`config.mk`:
```
export PLATFORM = sky130hd
export DESIGN_NAME = uie_in_ctrl
export DESIGN_NICKNAME = d
export VERILOG_FILES = /design/src/hdl/uie_pkg.sv /design/src/hdl/uie_in_ctrl.sv
export SDC_FILE = /design/constraint.sdc
export NUM_CORES = 1
export LEC_CHECK = 0
export ABC_AREA = 1
export BUFFER_PORTS_ARGS = -buffer_cell sky130_fd_sc_hd__buf_4
export CAP_MARGIN = 20
export CORE_UTILIZATION = 35
export CTS_CLUSTER_SIZE = 10
export DETAILED_ROUTE_END_ITERATION = 8
export MAX_ROUTING_LAYER = met4
export PLACE_DENSITY = 0.55
export SYNTH_ARGS = -nofsm -noshare
export SYNTH_HDL_FRONTEND = slang
export SYNTH_HIERARCHICAL = 1
export SYNTH_SLANG_ARGS = --single-unit
```
`constraint.sdc`:
```
create_clock -name ref_clk -period 3.2 [get_ports ref_clk]
set_input_delay 0.48 -clock ref_clk [delete_from_list [all_inputs] [get_ports ref_clk]]
set_output_delay 0.48 -clock ref_clk [all_outputs]
set_load 0.01 [all_outputs]
```
`src/hdl/uie_pkg.sv`:
```
// Package for the USB IN endpoint response control block.
// Assumes one clock domain; shared by the design and the bench.
package uie_pkg;
  localparam int          NUM_EP       = 8;      // Endpoints with their own busy bit
  localparam int          DATA_W       = 8;      // Byte-wide packet data
  localparam int          FIFO_DEPTH   = 16;     // Words held per endpoint FIFO
  localparam int          MAX_PKT      = 8;      // Maximum packet size in bytes
  localparam int          EP_W         = 3;      // Endpoint number width
  localparam int          LEN_W        = 5;      // Packet length field width
  localparam logic [7:0]  BUSY_RST     = 8'h00;  // Busy bits after reset
  localparam logic [7:0]  END_FLAG_RST = 8'h00;  // End-of-transfer flags after reset

  // Answer given to an IN token
  typedef enum logic [1:0] {
    UIE_ANS_NONE,
    UIE_ANS_DATA,
    UIE_ANS_NAK
  } uie_ans_type;

  // IN token from the link side
  typedef struct packed {
    logic [EP_W-1:0] ep;
  } uie_token_type;

  // Answer summary: kind, endpoint and byte count (zero on a data answer means zero-length packet)
  typedef struct packed {
    uie_ans_type      kind;
    logic [EP_W-1:0]  ep;
    logic [LEN_W-1:0] len;
  } uie_resp_type;

  // One byte of packet data towards the link
  typedef struct packed {
    logic [DATA_W-1:0] data;
    logic              last;
  } uie_beat_type;
endpackage

```
`src/hdl/uie_in_ctrl.sv`:
```
// USB IN endpoint response control: per-endpoint FIFOs and the token answer logic.
// Assumes all inputs are synchronous to ref_clk; the link side serialises the answers.
`timescale 1ns/100ps

module uie_fifo #(
  parameter int W     = 8,
  parameter int DEPTH = 16
) (
  input  wire logic                         ref_clk,
  input  wire logic                         reset_n,
  input  wire logic [W-1:0]                 in_data,
  input  wire logic                         in_valid,
  output logic                              in_ready,
  output logic [W-1:0]                      out_data,
  output logic                              out_valid,
  input  wire logic                         out_ready,
  output logic [$clog2(DEPTH+1)-1:0]        count
);
  localparam int AW = $clog2(DEPTH);
  localparam int CW = $clog2(DEPTH+1);

  // Elaboration check: pointer wrap relies on a power-of-two depth
  if (DEPTH < 2 || (1 << AW) != DEPTH) begin : g_bad_depth
    $error("uie_fifo: DEPTH must be a power of two, at least 2");
  end

  // Storage and pointers
  logic [W-1:0]  mem [DEPTH];
  logic [AW-1:0] wr_ptr_reg;
  logic [AW-1:0] rd_ptr_reg;
  logic [CW-1:0] count_next;
  logic          push;
  logic          pop;

  // Handshakes on both sides and the next occupancy
  assign push       = in_valid && in_ready;
  assign pop        = out_valid && out_ready;
  assign count_next = count + CW'(push) - CW'(pop);
  assign out_data   = mem[rd_ptr_reg];

  // Storage has no reset; only words below count are ever read
  always_ff @(posedge ref_clk) begin
    if (push) begin
      mem[wr_ptr_reg] <= in_data;
    end
  end

  // Pointers wrap naturally since DEPTH is a power of two
  always_ff @(posedge ref_clk or negedge reset_n) begin
    if (!reset_n) begin
      wr_ptr_reg <= '0;
      rd_ptr_reg <= '0;
      count      <= '0;
    end else begin
      wr_ptr_reg <= wr_ptr_reg + AW'(push);
      rd_ptr_reg <= rd_ptr_reg + AW'(pop);
      count      <= count_next;
    end
  end

  // Flags come from flops so the source sees a clean ready
  always_ff @(posedge ref_clk or negedge reset_n) begin
    if (!reset_n) begin
      in_ready  <= 1'b0;
      out_valid <= 1'b0;
    end else begin
      in_ready  <= count_next != CW'(DEPTH);
      out_valid <= count_next != '0;
    end
  end
endmodule

module uie_in_ctrl #(
  parameter int NUM_EP     = uie_pkg::NUM_EP,
  parameter int FIFO_DEPTH = uie_pkg::FIFO_DEPTH,
  parameter int MAX_PKT    = uie_pkg::MAX_PKT
) (
  input  wire logic                          ref_clk,
  input  wire logic                          reset_n,
  // Busy bit writes from the CPU side
  input  wire logic                          ctl_wr,
  input  wire logic [uie_pkg::EP_W-1:0]      ctl_ep,
  input  wire logic                          ctl_busy,
  output logic [NUM_EP-1:0]                  endpoint_control_reg,
  // End-of-transfer flags, cleared by a one per bit
  input  wire logic [NUM_EP-1:0]             end_flag_clr,
  output logic [NUM_EP-1:0]                  transfer_end_flag,
  // CPU data into the per-endpoint FIFOs
  input  wire logic                          cpu_valid,
  input  wire logic [uie_pkg::EP_W-1:0]      cpu_ep,
  input  wire logic [uie_pkg::DATA_W-1:0]    cpu_data,
  output logic [NUM_EP-1:0]                  cpu_ready,
  // IN tokens from the link
  input  wire logic                          tok_valid,
  input  wire uie_pkg::uie_token_type        tok,
  output logic                               tok_ready,
  // Answer summary and data bytes towards the link
  output logic                               resp_valid,
  output uie_pkg::uie_resp_type              resp,
  output logic                               tx_valid,
  output uie_pkg::uie_beat_type              tx,
  input  wire logic                          tx_ready
);
  localparam int CW = $clog2(FIFO_DEPTH+1);
  localparam int LW = uie_pkg::LEN_W;

  // Elaboration checks: NUM_EP must fill the endpoint field, MAX_PKT must fit both the FIFO and the length field
  if (NUM_EP != (1 << uie_pkg::EP_W)) begin : g_bad_num_ep
    $error("uie_in_ctrl: NUM_EP must match the endpoint field");
  end
  if (MAX_PKT < 1 || MAX_PKT > FIFO_DEPTH) begin : g_bad_max_pkt
    $error("uie_in_ctrl: MAX_PKT must lie in 1..FIFO_DEPTH");
  end
  if (MAX_PKT >= (1 << LW)) begin : g_bad_len_w
    $error("uie_in_ctrl: MAX_PKT too wide for the length field");
  end

  typedef enum logic [1:0] {
    UIE_IDLE,
    UIE_SEND,
    UIE_DRAIN
  } uie_state_type;

  // Sequencer state and the per-endpoint FIFO views
  uie_state_type                 state_reg;
  logic [uie_pkg::EP_W-1:0]      ep_reg;
  logic [LW-1:0]                 left_reg;
  logic [NUM_EP-1:0]             fifo_in_ready;
  logic [NUM_EP-1:0]             fifo_out_valid;
  logic [NUM_EP-1:0]             fifo_pop;
  logic [uie_pkg::DATA_W-1:0]    fifo_dout [NUM_EP];
  logic [CW-1:0]                 fifo_count [NUM_EP];
  logic [CW-1:0]                 tok_count;
  logic                          tok_busy;
  logic                          take_tok;
  logic                          beat_go;
  logic [LW-1:0]                 send_len;
  logic                          nak_now;
  logic                          drain_done;

  // One FIFO per endpoint so a stalled endpoint never blocks another
  for (genvar i = 0; i < NUM_EP; i++) begin : g_ep
    uie_fifo #(
      .W     (uie_pkg::DATA_W),
      .DEPTH (FIFO_DEPTH)
    ) u_fifo (
      .ref_clk   (ref_clk),
      .reset_n   (reset_n),
      .in_data   (cpu_data),
      .in_valid  (cpu_valid && cpu_ep == uie_pkg::EP_W'(i)),
      .in_ready  (fifo_in_ready[i]),
      .out_data  (fifo_dout[i]),
      .out_valid (fifo_out_valid[i]),
      .out_ready (fifo_pop[i]),
      .count     (fifo_count[i])
    );
    assign fifo_pop[i] = beat_go && ep_reg == uie_pkg::EP_W'(i);
  end

  // CPU ready comes straight from each FIFO's registered flag
  assign cpu_ready = fifo_in_ready;
  assign tok_count = fifo_count[tok.ep];
  assign tok_busy  = endpoint_control_reg[tok.ep];
  assign take_tok  = tok_valid && tok_ready;
  // A byte moves while bytes remain and the output slot is free
  assign beat_go   = state_reg == UIE_SEND && left_reg != '0 && (!tx_valid || tx_ready)
                     && fifo_out_valid[ep_reg];
  // Busy with less than a packet queued gets NAK
  assign nak_now    = tok_busy && tok_count < CW'(MAX_PKT);
  // Drain ends once the last byte has left the output register
  assign drain_done = state_reg == UIE_DRAIN && (!tx_valid || tx_ready);

  // Length sent for a token: capped at one packet, at most what is queued
  always_comb begin
    if (tok_count >= CW'(MAX_PKT)) begin
      send_len = LW'(MAX_PKT);
    end else begin
      send_len = LW'(tok_count);
    end
  end

  // Busy bits; the CPU side owns them and sets or clears one at a time
  always_ff @(posedge ref_clk or negedge reset_n) begin
    if (!reset_n) begin
      endpoint_control_reg <= NUM_EP'(uie_pkg::BUSY_RST);
    end else if (ctl_wr) begin
      endpoint_control_reg[ctl_ep] <= ctl_busy;
    end
  end

  // Token answer sequencer; busy is sampled only when a token is taken
  always_ff @(posedge ref_clk or negedge reset_n) begin
    if (!reset_n) begin
      state_reg <= UIE_IDLE;
    end else begin
      case (state_reg)
        UIE_IDLE: begin
          // A NAK or an empty packet has no bytes to wait for
          if (take_tok && (nak_now || send_len == '0)) begin
            state_reg <= UIE_DRAIN;
          end else if (take_tok) begin
            state_reg <= UIE_SEND;
          end
        end
        UIE_SEND: begin
          if (beat_go && left_reg == LW'(1)) begin
            state_reg <= UIE_DRAIN;
          end
        end
        UIE_DRAIN: begin
          // Wait for the last byte to leave before taking the next token
          if (drain_done) begin
            state_reg <= UIE_IDLE;
          end
        end
        default: begin
          state_reg <= UIE_IDLE;
        end
      endcase
    end
  end

  // Token ready drops for the whole answer and returns when the drain ends
  always_ff @(posedge ref_clk or negedge reset_n) begin
    if (!reset_n) begin
      tok_ready <= 1'b0;
    end else if (take_tok) begin
      tok_ready <= 1'b0;
    end else if (state_reg == UIE_IDLE || drain_done) begin
      tok_ready <= 1'b1;
    end
  end

  // Answer summary: valid for one cycle, contents held until the next answer
  always_ff @(posedge ref_clk or negedge reset_n) begin
    if (!reset_n) begin
      resp_valid <= 1'b0;
      resp       <= '{kind: uie_pkg::UIE_ANS_NONE, ep: '0, len: '0};
    end else begin
      resp_valid <= take_tok;
      if (take_tok && nak_now) begin
        resp <= '{kind: uie_pkg::UIE_ANS_NAK, ep: tok.ep, len: '0};
      end else if (take_tok) begin
        // Busy clear may give a short or empty packet; busy set only a full one
        resp <= '{kind: uie_pkg::UIE_ANS_DATA, ep: tok.ep, len: send_len};
      end
    end
  end

  // Endpoint and bytes left of the packet in flight; a NAK leaves nothing to send
  always_ff @(posedge ref_clk or negedge reset_n) begin
    if (!reset_n) begin
      ep_reg   <= '0;
      left_reg <= '0;
    end else if (take_tok) begin
      ep_reg   <= tok.ep;
      left_reg <= nak_now ? '0 : send_len;
    end else if (beat_go) begin
      left_reg <= left_reg - LW'(1);
    end
  end

  // Output byte register; last marks the final byte of the packet
  // Holding the byte while stalled spares the link side a skid buffer
  always_ff @(posedge ref_clk or negedge reset_n) begin
    if (!reset_n) begin
      tx_valid <= 1'b0;
      tx       <= '0;
    end else if (beat_go) begin
      tx_valid <= 1'b1;
      tx       <= '{data: fifo_dout[ep_reg], last: left_reg == LW'(1)};
    end else if (tx_ready) begin
      tx_valid <= 1'b0;
    end
  end

  // End flag: a short or empty data packet with busy clear closes the transfer;
  // the set wins over a clear arriving in the same cycle;
  // a full packet never ends a transfer, since the host expects more
  always_ff @(posedge ref_clk or negedge reset_n) begin
    if (!reset_n) begin
      transfer_end_flag <= NUM_EP'(uie_pkg::END_FLAG_RST);
    end else begin
      for (int i = 0; i < NUM_EP; i++) begin
        if (take_tok && tok.ep == uie_pkg::EP_W'(i) && !tok_busy && send_len < LW'(MAX_PKT)) begin
          transfer_end_flag[i] <= 1'b1;
        end else if (end_flag_clr[i]) begin
          transfer_end_flag[i] <= 1'b0;
        end
      end
    end
  end
endmodule

```
# Word-level counts from Yosys, hierarchy flattened
# Memory sizes are Yosys's and may differ from the RTL's.
# Index checks and enable logic that the tools add are counted.
word_totals:
  ram_bits: 1024
  regBits: 168
  mem_count: 8
  in_bits: 32
  elab_cells: 305
op_classes:
  n_eq_ne: 35
  n_reduce_logical: 98
  n_addsub: 33
  order_cmp: 9
  mux: 60
  bitwise_logic: 2
mem_list:
  columns: ["memory", "depth", "width", "rd", "rd_clocked_by_memory_dff", "write_ports", "line", "source"]
  rows:
  - ["g_ep[0].u_fifo.mem", 16, 8, 1, 0, 1, "uie_in_ctrl.sv:28", "logic [W-1:0] mem [DEPTH];"]
  - ["g_ep[1].u_fifo.mem", 16, 8, 1, 0, 1, "uie_in_ctrl.sv:28", null]
  - ["g_ep[2].u_fifo.mem", 16, 8, 1, 0, 1, "uie_in_ctrl.sv:28", null]
  - ["g_ep[3].u_fifo.mem", 16, 8, 1, 0, 1, "uie_in_ctrl.sv:28", null]
  - ["g_ep[4].u_fifo.mem", 16, 8, 1, 0, 1, "uie_in_ctrl.sv:28", null]
  - ["g_ep[5].u_fifo.mem", 16, 8, 1, 0, 1, "uie_in_ctrl.sv:28", null]
  - ["2 more memories", null, null, null, null, null, null, null]
op_table:
  columns: ["cell", "n"]
  rows:
  - ["1-bit logical AND", 66]
  - ["4-bit by 1-bit adder with 4-bit output", 16]
  - ["5-bit nonzero test", 9]
  - ["5-bit by 1-bit adder with 5-bit output", 8]
  - ["5-bit != test, second input constant", 8]
  - ["5-bit by 1-bit subtractor with 5-bit output", 8]
  - ["1-bit 2-to-1 mux", 39]
  - ["3-bit == test, second input constant", 12]
  - ["5-bit 2-to-1 mux", 6]
  - ["8-bit binary-select mux with 3-bit select", 1]
  - ["2-bit nonzero test", 12]
  - ["10-bit 2-to-1 mux", 2]
  - ["3-bit by 2-bit == test with 1-bit output, second input constant", 6]
  - ["8-bit 2-to-1 mux", 2]
  - ["5-bit binary-select mux with 3-bit select", 1]
  - ["3-bit by 4-bit < comparator with 1-bit output, second input constant", 3]
  - ["5-bit by 4-bit < comparator with 1-bit output, second input constant", 2]
  - ["3-bit by 1-bit == test with 1-bit output, second input constant", 3]
  - ["3-bit zero test", 3]
  - ["8-bit bitwise mux", 1]
  - ["4-bit >= comparator, second input constant", 2]
  - ["2-bit 2-to-1 mux", 4]
  - ["3-bit NOT with 4-bit output", 2]
  - ["1-bit binary-select mux with 3-bit select", 2]
  - ["other kinds (16)", 19]

# Depth between registers and ports, before layout
# Gate-level depths: netlist (run 1).
depth:
  depth_word: 11
  mapped_depth: 22

# Hierarchy
# The synthesis (run 1) kept the hierarchy.
modules_own_cells:
  columns: ["module", "cells_each", "area_per_inst_um2", "instances"]
  rows:
  - ["uie_fifo (g_ep[1].u_fifo ...)", 593, 6154.7, 7]
  - ["uie_fifo (g_ep[0].u_fifo)", 591, 6154.7, 1]
  - ["uie_in_ctrl", 483, 3314.4, 1]

# Worst setup path before layout (run 1)
# Ideal clock, no wire load.
synth_path:
  path_type: "register -> register"
  from: "reg left_reg[0]"
  to: "reg g_ep[7].u_fifo.in_ready"
  setup_time_ns: 0.133
  t_required_ns: 3.067
  synth_period_minus_slack_ns: 2.733
  stages_incl_launch_ff: 19
  slack_ns: 0.467
  arrival_time_ns: 2.601
  cell_sequence: "dfrtp_1 -> inv_1 -> ha_1 -> nand2_1 -> nor2_1 -> nor2_1 -> nand3_2 -> inv_1 -> buf_6 -> nand2_4 -> nor2_1 -> nand2_1 -> nand2_1 -> nand2_1 -> ha_1 -> fa_1 -> xor2_1 -> nor3_1 -> nand3_1"
synth_between:
  elab_chain_cells: 8
synth_rtl:
  columns: ["element", "line", "source"]
  rows:
  - ["from (decl)", "uie_in_ctrl.sv:127", "logic [LW-1:0] left_reg;"]
  - ["from (signal assigned)", "uie_in_ctrl.sv:257", "left_reg <= nak_now ? '0 : send_len;"]
  - ["from (signal assigned)", "uie_in_ctrl.sv:259", "left_reg <= left_reg - LW'(1);"]
  - ["5-bit nonzero test", "uie_in_ctrl.sv:166", "assign beat_go = state_reg == UIE_SEND && left_reg != '0 && (!tx_valid || tx_ready)"]
  - ["1-bit logical AND (2 in a row)", "uie_in_ctrl.sv:166", null]
  - ["1-bit logical AND", "uie_in_ctrl.sv:167", "&& fifo_out_valid[ep_reg];"]
  - ["1-bit logical AND", "uie_in_ctrl.sv:157", "assign fifo_pop[i] = beat_go && ep_reg == uie_pkg::EP_W'(i);"]
  - ["named net fifo_pop[7]", "uie_in_ctrl.sv:130", "logic [NUM_EP-1:0] fifo_pop;"]
  - ["1-bit logical AND", "uie_in_ctrl.sv:37", "assign pop = out_valid && out_ready;"]
  - ["5-bit by 1-bit subtractor with 5-bit output", "uie_in_ctrl.sv:38", "assign count_next = count + CW'(push) - CW'(pop);"]
  - ["named net g_ep[7].u_fifo.count_next[2]", "uie_in_ctrl.sv:31", "logic [CW-1:0] count_next;"]
  - ["5-bit != test", "uie_in_ctrl.sv:67", "in_ready <= count_next != CW'(DEPTH);"]
  - ["to (signal assigned)", "uie_in_ctrl.sv:67", null]
  - ["to (decl)", "uie_in_ctrl.sv:13", "output logic in_ready,"]
# The timed path passes the listed nets, and every way through them passes these cells.
# A chain may end at the register's enable or synchronous reset.

# Final worst setup path (run 1)
layout_path:
  from: "reg left_reg[0]"
  to: "reg g_ep[2].u_fifo.in_ready"
layout_between:
  elab_chain_cells: 8
layout_rtl:
  columns: ["element", "line"]
  rows:
  - ["5-bit nonzero test", "uie_in_ctrl.sv:166"]
  - ["1-bit logical AND (2 in a row)", "uie_in_ctrl.sv:166"]
  - ["1-bit logical AND", "uie_in_ctrl.sv:167"]
  - ["1-bit logical AND", "uie_in_ctrl.sv:157"]
  - ["named net fifo_pop[2]", "uie_in_ctrl.sv:130"]
  - ["1-bit logical AND", "uie_in_ctrl.sv:37"]
  - ["5-bit by 1-bit subtractor with 5-bit output", "uie_in_ctrl.sv:38"]
  - ["named net g_ep[2].u_fifo.count_next[4]", "uie_in_ctrl.sv:31"]
  - ["5-bit != test", "uie_in_ctrl.sv:67"]
  - ["to (signal assigned)", "uie_in_ctrl.sv:67"]
  - ["to (decl)", "uie_in_ctrl.sv:13"]
# The timed path passes the listed nets, and every way through them passes these cells.

==> results of run 1 <==
-- power by group through the flow --
stage / combinational [uW] / clock (uW) / sequential, uW
after floorplan: 10300 / 0 / 18900
after global routing: 16600 / 16000 / 19300
after detailed placement: 14700 / 0 / 19400
final: 14800 / 15100 / 19200
after global placement: 14500 / 0 / 19400
after CTS: 14700 / 15500 / 19100
-- logic make-up after synthesis --
kind of cell	Yosys count
XOR/XNOR	51
AND/OR/NAND/NOR	3070
buffers and inverters	755
flip-flops	1192
adder cells (fa/ha/maj)	67
AO/OA/AOI/OAI	90
-- per-layer routing --
layer	GRT usage [%]	vias to the layer above
met1	25.33	16780
met3	4.227	247
met2	27.36	898
met5	-	-
met4	6.600	0
li1	-	17420
-- final timing paths --
kind	cells after the start	slack, ns	end	startpoint
worst max-delay path	20	0.20	g_ep[2].u_fifo/in_ready	left_reg[0]
worst min-delay path	3	0.07	endpoint_control_reg[3]	ctl_busy
worst max register to register	20	0.20	g_ep[2].u_fifo/in_ready	left_reg[0]
worst min register to register	1	0.50	left_reg[4]	left_reg[4]
max in group asynchronous	3	2.11	g_ep[1].u_fifo/rd_ptr_reg[0]	reset_n
min in group asynchronous	2	0.25	g_ep[5].u_fifo/rd_ptr_reg[1]	reset_n
-- area by class of cell --
cell class              instances  area [um2]  share of cell area, %
clock buffers                 232        4069                  6.693
inverters                     573        2163                  3.559
clock inverters                24       252.7                 0.4158
flip-flops and latches       1192       34960                  57.52
repair buffers                286        2417                  3.977
diodes                          7       17.52                0.02882
multi-input cells            3278       14400                  23.69
well taps                    2002        2505                  4.121
-- worst max-delay path, delay by kind of cell, from the launching register on --
kind          cells  cell delay (ns)
simple gates     14             1.40
flops             1             0.35
fa+ha+maj         3             0.83
buf+inv           3             0.29
-- per-stage QoR --
stage | utilization [%] | hold WS [ns] | cell area, um2
global route | 40.97 | 0.08709 | 60780
floorplan | - | 0.1844 | 52550
detailed placement | 37.90 | 0.4888 | 56240
finish | 40.97 | 0.06638 | 60790
CTS | 40.91 | 0.001144 | 60690
global placement | 37.90 | 0.4776 | 56240
-- timing repair --
| item | in CTS | in global routing |
|---|---|---|
| hold buffers | 13 | 0 |
| setup endpoints to repair | 0 | 22 |
| setup buffers | 0 | 0 |
| resized for setup | 0 | 24 |
| hold endpoints to repair | 62 | 0 |
-- cells in the final DEF, fill, tap and decap left out, types with 6 or more instances in the layout --
master	synthesis	final
nand4_1	6	6
clkinv_1	8	12
a31oi_1	6	6
clkbuf_1	9	79
ha_1	59	59
a21oi_1	32	32
buf_6	20	8
buf_12	0	16
buf_4	40	248
clkbuf_16	0	148
inv_1	534	533
nand2_1	1931	1930
nand3_1	473	472
nor2_4	8	11
nor2_1	602	594
dfrtp_2	0	9
a41oi_1	16	16
edfxtp_1	1024	1024
nand3b_1	19	19
nand3_2	5	6
dfrtp_1	168	159
xnor2_1	8	8
diode_2	0	7
xor2_1	43	43
o21ai_1	8	8
nor2_2	2	7
o21ai_0	19	19
dlygate4sd3_1	0	13
inv_2	27	28
==> out/metrics.yaml, run 1 <==
logic_synthesis:
  yosys-mux-area-fraction_pct: 0
  synth_area_per_cell_um2: 10.06
  synth_flop_cell: "edfxtp_1"
  ys_types: 45
  yosysTopAreaCell: "edfxtp_1"
  synth_nets: 5324
  synth-simple-area-share_pct: 23.63
  synth_area_leaders: "edfxtp_1, nand2_1, dfrtp_1"
  synthAdderAreaFrac_pct: 1.709
  ys_warn_count: 6
  synth_compound_area_share_pct: 1.062
  synth_top_area_share_pct: 58.51
  synth-edff-count: 1024
  netlist_area_mm2: 0.05255
  synth-seq-cells: 1192
  yosysMostFrequentCell: "nand2_1"
  synth_top_family_by_area: "simple AND/OR/NAND/NOR gates"
  synthCells: 5225
  async_reset_ff_share_pct: 14.09
  synth_xor_area_share_pct: 0.8500
  synth_common_cells: "nand2_1, edfxtp_1, nor2_1, inv_1, nand3_1"
  yosysSeqAreaShare_pct: 66.51
power:
  p_int_uw: 31190
  sw_frac_of_total_pct: 36.45
  power.total_uw: 49090
  p_leak_uw: 0.02564
  p_clk_share_pct: 30.8
  pwr-share-seq_pct: 39.0
  power-per-cell-area_mw_per_mm2: 807.5
  net-switching-power_uw: 17890
  ir_drop_uv: 642.3
  p_comb_share_pct: 30.1
sta:
  finalCritPeriodShare_pct: 93.91
  fin_skew_ns: 0.03152
  max_freq_mhz: 332.8
  drv_slew: 0
  hold_viol: 0
  min_period_ns: 3.005
  tns_ns: 0
  rsz0062_at_grt: "true"
  slew_headroom_pct: 42.31
  setup_viol: 0
  worst_pin_slew_ns: 0.8653
  layout_setup_ws_ns: 0.1950
final_layout:
  drive_above_1_share_pct: 9.615
  syn_to_final_growth_pct: 15.68
  reg.largest.list: "g_ep.u_fifo/mem: 1024 flops, g_ep.u_fifo/count: 40 flops"
  final_cells: 7594
  regMostFlops: "g_ep.u_fifo/mem"
  nFillCells: 14360
  nNetsFinal: 5574
  largest_register_ffs: 1024
route:
  wl_met1_mm: 62.87
  met2WireLength_mm: 60.46
  first_pass_iters: 5
  drc: 0
  via_count: 35340
  wl_per_cell_um: 18.01
  wl_met3_mm: 9.499
  drt_iter0_drc: 2855
  drt-total-wl_mm: 136.8
  drt.antenna.violating_nets: 0
  top_layer_used: "met4"
  vias_per_cell: 4.653
global_route:
  track_usage_pct: 18.66
  grt_pass1_wl_mm: 209.0
  grt-ovfl-total: 0
  antenna_found_initial: 5
  grt_max_degree: 82
  grt_pass1_vias: 34530
status:
  status: "completed"
setup_path:
  arrival_ns: 3.66
  critical_path.max_fanout: 5
  start_kind: "register"
  critPathSlowestCell: "fa_1"
  cp-end-kind: "register"
  path_cells: "inv_1, ha_1, nand2_1, nor2_1, nor2_2, nand3_2, inv_1, nand2_2, nor2_1, nand2_1, nand2_1, nand2_1, ha_1, fa_1, nand3_1, nand3_1, inv_1, nand2_1, nand2_1, nand3_1"
  crit_required_ns: 3.86
  path_class: "register to register"
  crit_top_cell: "nand2_1"
  critPathMaxStageDelay_ns: 0.41
cts:
  clock-root-buffer: "clkbuf_16"
  clock_path_buffers: 3
  cts.sink_count: 1192
  cts_tree: "done"
  clk_latency_ns: 0.80
  h-tree-depth: 4
  path_clk_slew_ns: 0.06
  cts_buffers: 144
place:
  dp.cells: 7318
  preCtsSetupSlack_ns: -0.005993
  post-dp-hpwl_mm: 87.78
  routabilityCongestion: 0.8836
  port_buffers: 77
die:
  coreArea_mm2: 0.1484
  initial_utilization_pct: 35.42
  die_w_um: 389.5
  rows: 141
  die_area_mm2: 0.1517
  io_pins: 78
  die_y_um: 389.5
run:
  drv_cap: 0
min_path:
  hold_path.class: "primary input to register"
(Power assumes the default switching activity.)
==> run 2, diff against run 1 <==
- SETUP_SLACK_MARGIN: not set -> 0.2
- SLEW_MARGIN: not set -> 5
- TNS_END_PERCENT: not set -> 5
==> out/metrics.yaml, run 2 (synthesis gave the netlist of run 1 again) <==
place:
  dp.cells: 7318  # unchanged
  post-dp-hpwl_mm: 87.78  # unchanged
  preCtsSetupSlack_ns: -0.005993  # unchanged
  routabilityCongestion: 0.8836  # unchanged
  port_buffers: 77  # unchanged
global_route:
  grt-ovfl-total: 0  # unchanged
  track_usage_pct: 18.66  # about the same
  grt_pass1_vias: 34530  # +0.014%
  grt_pass1_wl_mm: 209.0  # about the same
  antenna_found_initial: 5  # unchanged
  grt_max_degree: 82  # unchanged
die:
  coreArea_mm2: 0.1484  # unchanged
  die_y_um: 389.5  # unchanged
  io_pins: 78  # unchanged
  die_area_mm2: 0.1517  # unchanged
  initial_utilization_pct: 35.42  # unchanged
  rows: 141  # unchanged
  die_w_um: 389.5  # unchanged
route:
  drt.antenna.violating_nets: 0  # unchanged
  via_count: 35470  # +0.37%
  drt-total-wl_mm: 136.6  # -0.12%
  drt_iter0_drc: 2851  # -0.14%
  vias_per_cell: 4.668  # +0.31%
  wl_per_cell_um: 17.98  # -0.17%
  drc: 0  # unchanged
  first_pass_iters: 6  # +1
final_layout:
  nNetsFinal: 5579  # +0.090%
  reg.largest.list: "g_ep.u_fifo/mem: 1024 flops, g_ep.u_fifo/count: 40 flops"
  syn_to_final_growth_pct: 15.89
  utilization_pct: 41.05  # +0.076 points
  final_common_cell: "nand2_1"
  most-common-layout-cells: "nand2_1, edfxtp_1, nor2_1"
  largest_register_ffs: 1024  # unchanged
  final_cells: 7598  # +0.053%
  drive_above_1_share_pct: 9.982  # +0.37 points
  regMostFlops: "g_ep.u_fifo/mem"
cts:
  clk_latency_ns: 0.79  # about the same
  cts_buffers: 144  # unchanged
  h-tree-depth: 4  # unchanged
  clock_path_buffers: 3  # unchanged
  clock-root-buffer: "clkbuf_16"
  cts_tree: "done"
  cts.sink_count: 1192  # unchanged
  path_clk_slew_ns: 0.06  # about the same
setup_path:
  critical_path.max_fanout: 5  # unchanged
  start_kind: "register"
  cp-end-kind: "register"
  arrival_ns: 3.51  # -0.15 ns
  crit_required_ns: 3.85  # about the same
  path_class: "register to register"
power:
  power-per-cell-area_mw_per_mm2: 808.1  # about the same
  ir_drop_uv: 640.6  # -0.26%
  p_leak_uw: 0.02567  # about the same
sta:
  layout_setup_ws_ns: 0.3421  # +0.1470 ns
  finalCritPeriodShare_pct: 89.31  # -4.6 points
  rsz0062_at_grt: "true"
  setup_viol: 0  # unchanged
  max_freq_mhz: 349.9  # +5.1%
  drv_slew: 0  # unchanged
  min_period_ns: 2.858  # -0.1470 ns
  slew_headroom_pct: 42.33  # about the same
  hold_viol: 0  # unchanged
  fin_skew_ns: 0.03181  # +0.0002918 ns
  worst_pin_slew_ns: 0.8650  # -0.0003302 ns
status:
  status: "completed"
run:
  drv_cap: 0  # unchanged
min_path:
  hold_path.class: "primary input to register"
run 2: cell types whose count changed in the layout (fill, tap and decap cells not counted), sizes merged:
cell   before  now
buf       273  278
diode       7    6
run 2: layout make-up:
type	count	area, um2
Inverter	573	2166
Antenna cell	6	15.01
Tap cell	2002	2505
Clock buffer	232	4069
Multi-Input combinational cell	3278	14470
Sequential cell	1192	34970
Fill cell	14350	87470
Clock inverter	24	252.7
Timing Repair Buffer	291	2455
run 2: final timing paths:
check / slack, ns / endpoint / startpoint / cells after the start
max: 0.34 / g_ep[5].u_fifo/in_ready / ep_reg[0] / 19
min: 0.07 / endpoint_control_reg[3] / ctl_busy / 3
max reg2reg: 0.34 / g_ep[5].u_fifo/in_ready / ep_reg[0] / 19
min reg2reg: 0.50 / left_reg[4] / left_reg[4] / 1
max in group asynchronous: 2.11 / g_ep[1].u_fifo/rd_ptr_reg[0] / reset_n / 3
min in group asynchronous: 0.26 / g_ep[5].u_fifo/rd_ptr_reg[1] / reset_n / 2
run 2: routing by layer:
metal / share of wire (%) / global-route usage [%] / wire length, um
met3: 6.8 / 4.227 / 9317
met1: 46 / 25.33 / 62940
met2: 44 / 27.37 / 60330
met4: 2.9 / 6.600 / 4029
met5: 0 / - / 0
run 2: where the power goes:
part | internal [uW] | leakage, uW | switching, uW | total, uW
clock network | 8780 | 0.00207 | 6330 | 15100
logic | 4540 | 0.0125 | 10400 | 14900
registers | 17900 | 0.0111 | 1220 | 19200
total | 31300 | 0.0257 | 17900 | 49200
run 2: critical path, cell delays in order (launching register included):
cell and delay, ns:
dfrtp_2 0.44, buf_4 0.15, nand2_1 0.06, nand2_1 0.06, nand2_1 0.06, nand2_1 0.06, nand2_2 0.08, nand3_2 0.09
inv_2 0.09, buf_4 0.15, nand2_8 0.08, nor2_4 0.11, nand2_1 0.08, nand2_1 0.07, nand2_1 0.06, ha_2 0.19
fa_2 0.38, xor2_1 0.17, nor3_1 0.23, nand3_1 0.12
run 2: through the flow:
| stage | hold slack, ns | TNS (ns) | total power, uW | area [um2] |
|---|---|---|---|---|
| 6_report | 0.06928 | 0 | 49220 | 60900 |
| 5_1_grt | 0.08709 | 0 | 52120 | 60900 |
| 4_1_cts | 0.001144 | 0 | 49340 | 60700 |
| 3_5_place_dp | 0.4888 | -0.01798 | 34100 | 56240 |
| 3_3_place_gp | 0.4776 | 0 | 33950 | 56240 |
| 2_1_floorplan | 0.1844 | 0 | 29170 | 52550 |
run 2: what timing repair did:
item / CTS / global route
hold endpoints to repair: 62 / 0
setup buffers: 0 / 5
setup endpoints to repair: 16 / 24
hold buffers: 13 / 0
resized for setup: 4 / 43
pin swaps: 0 / 5
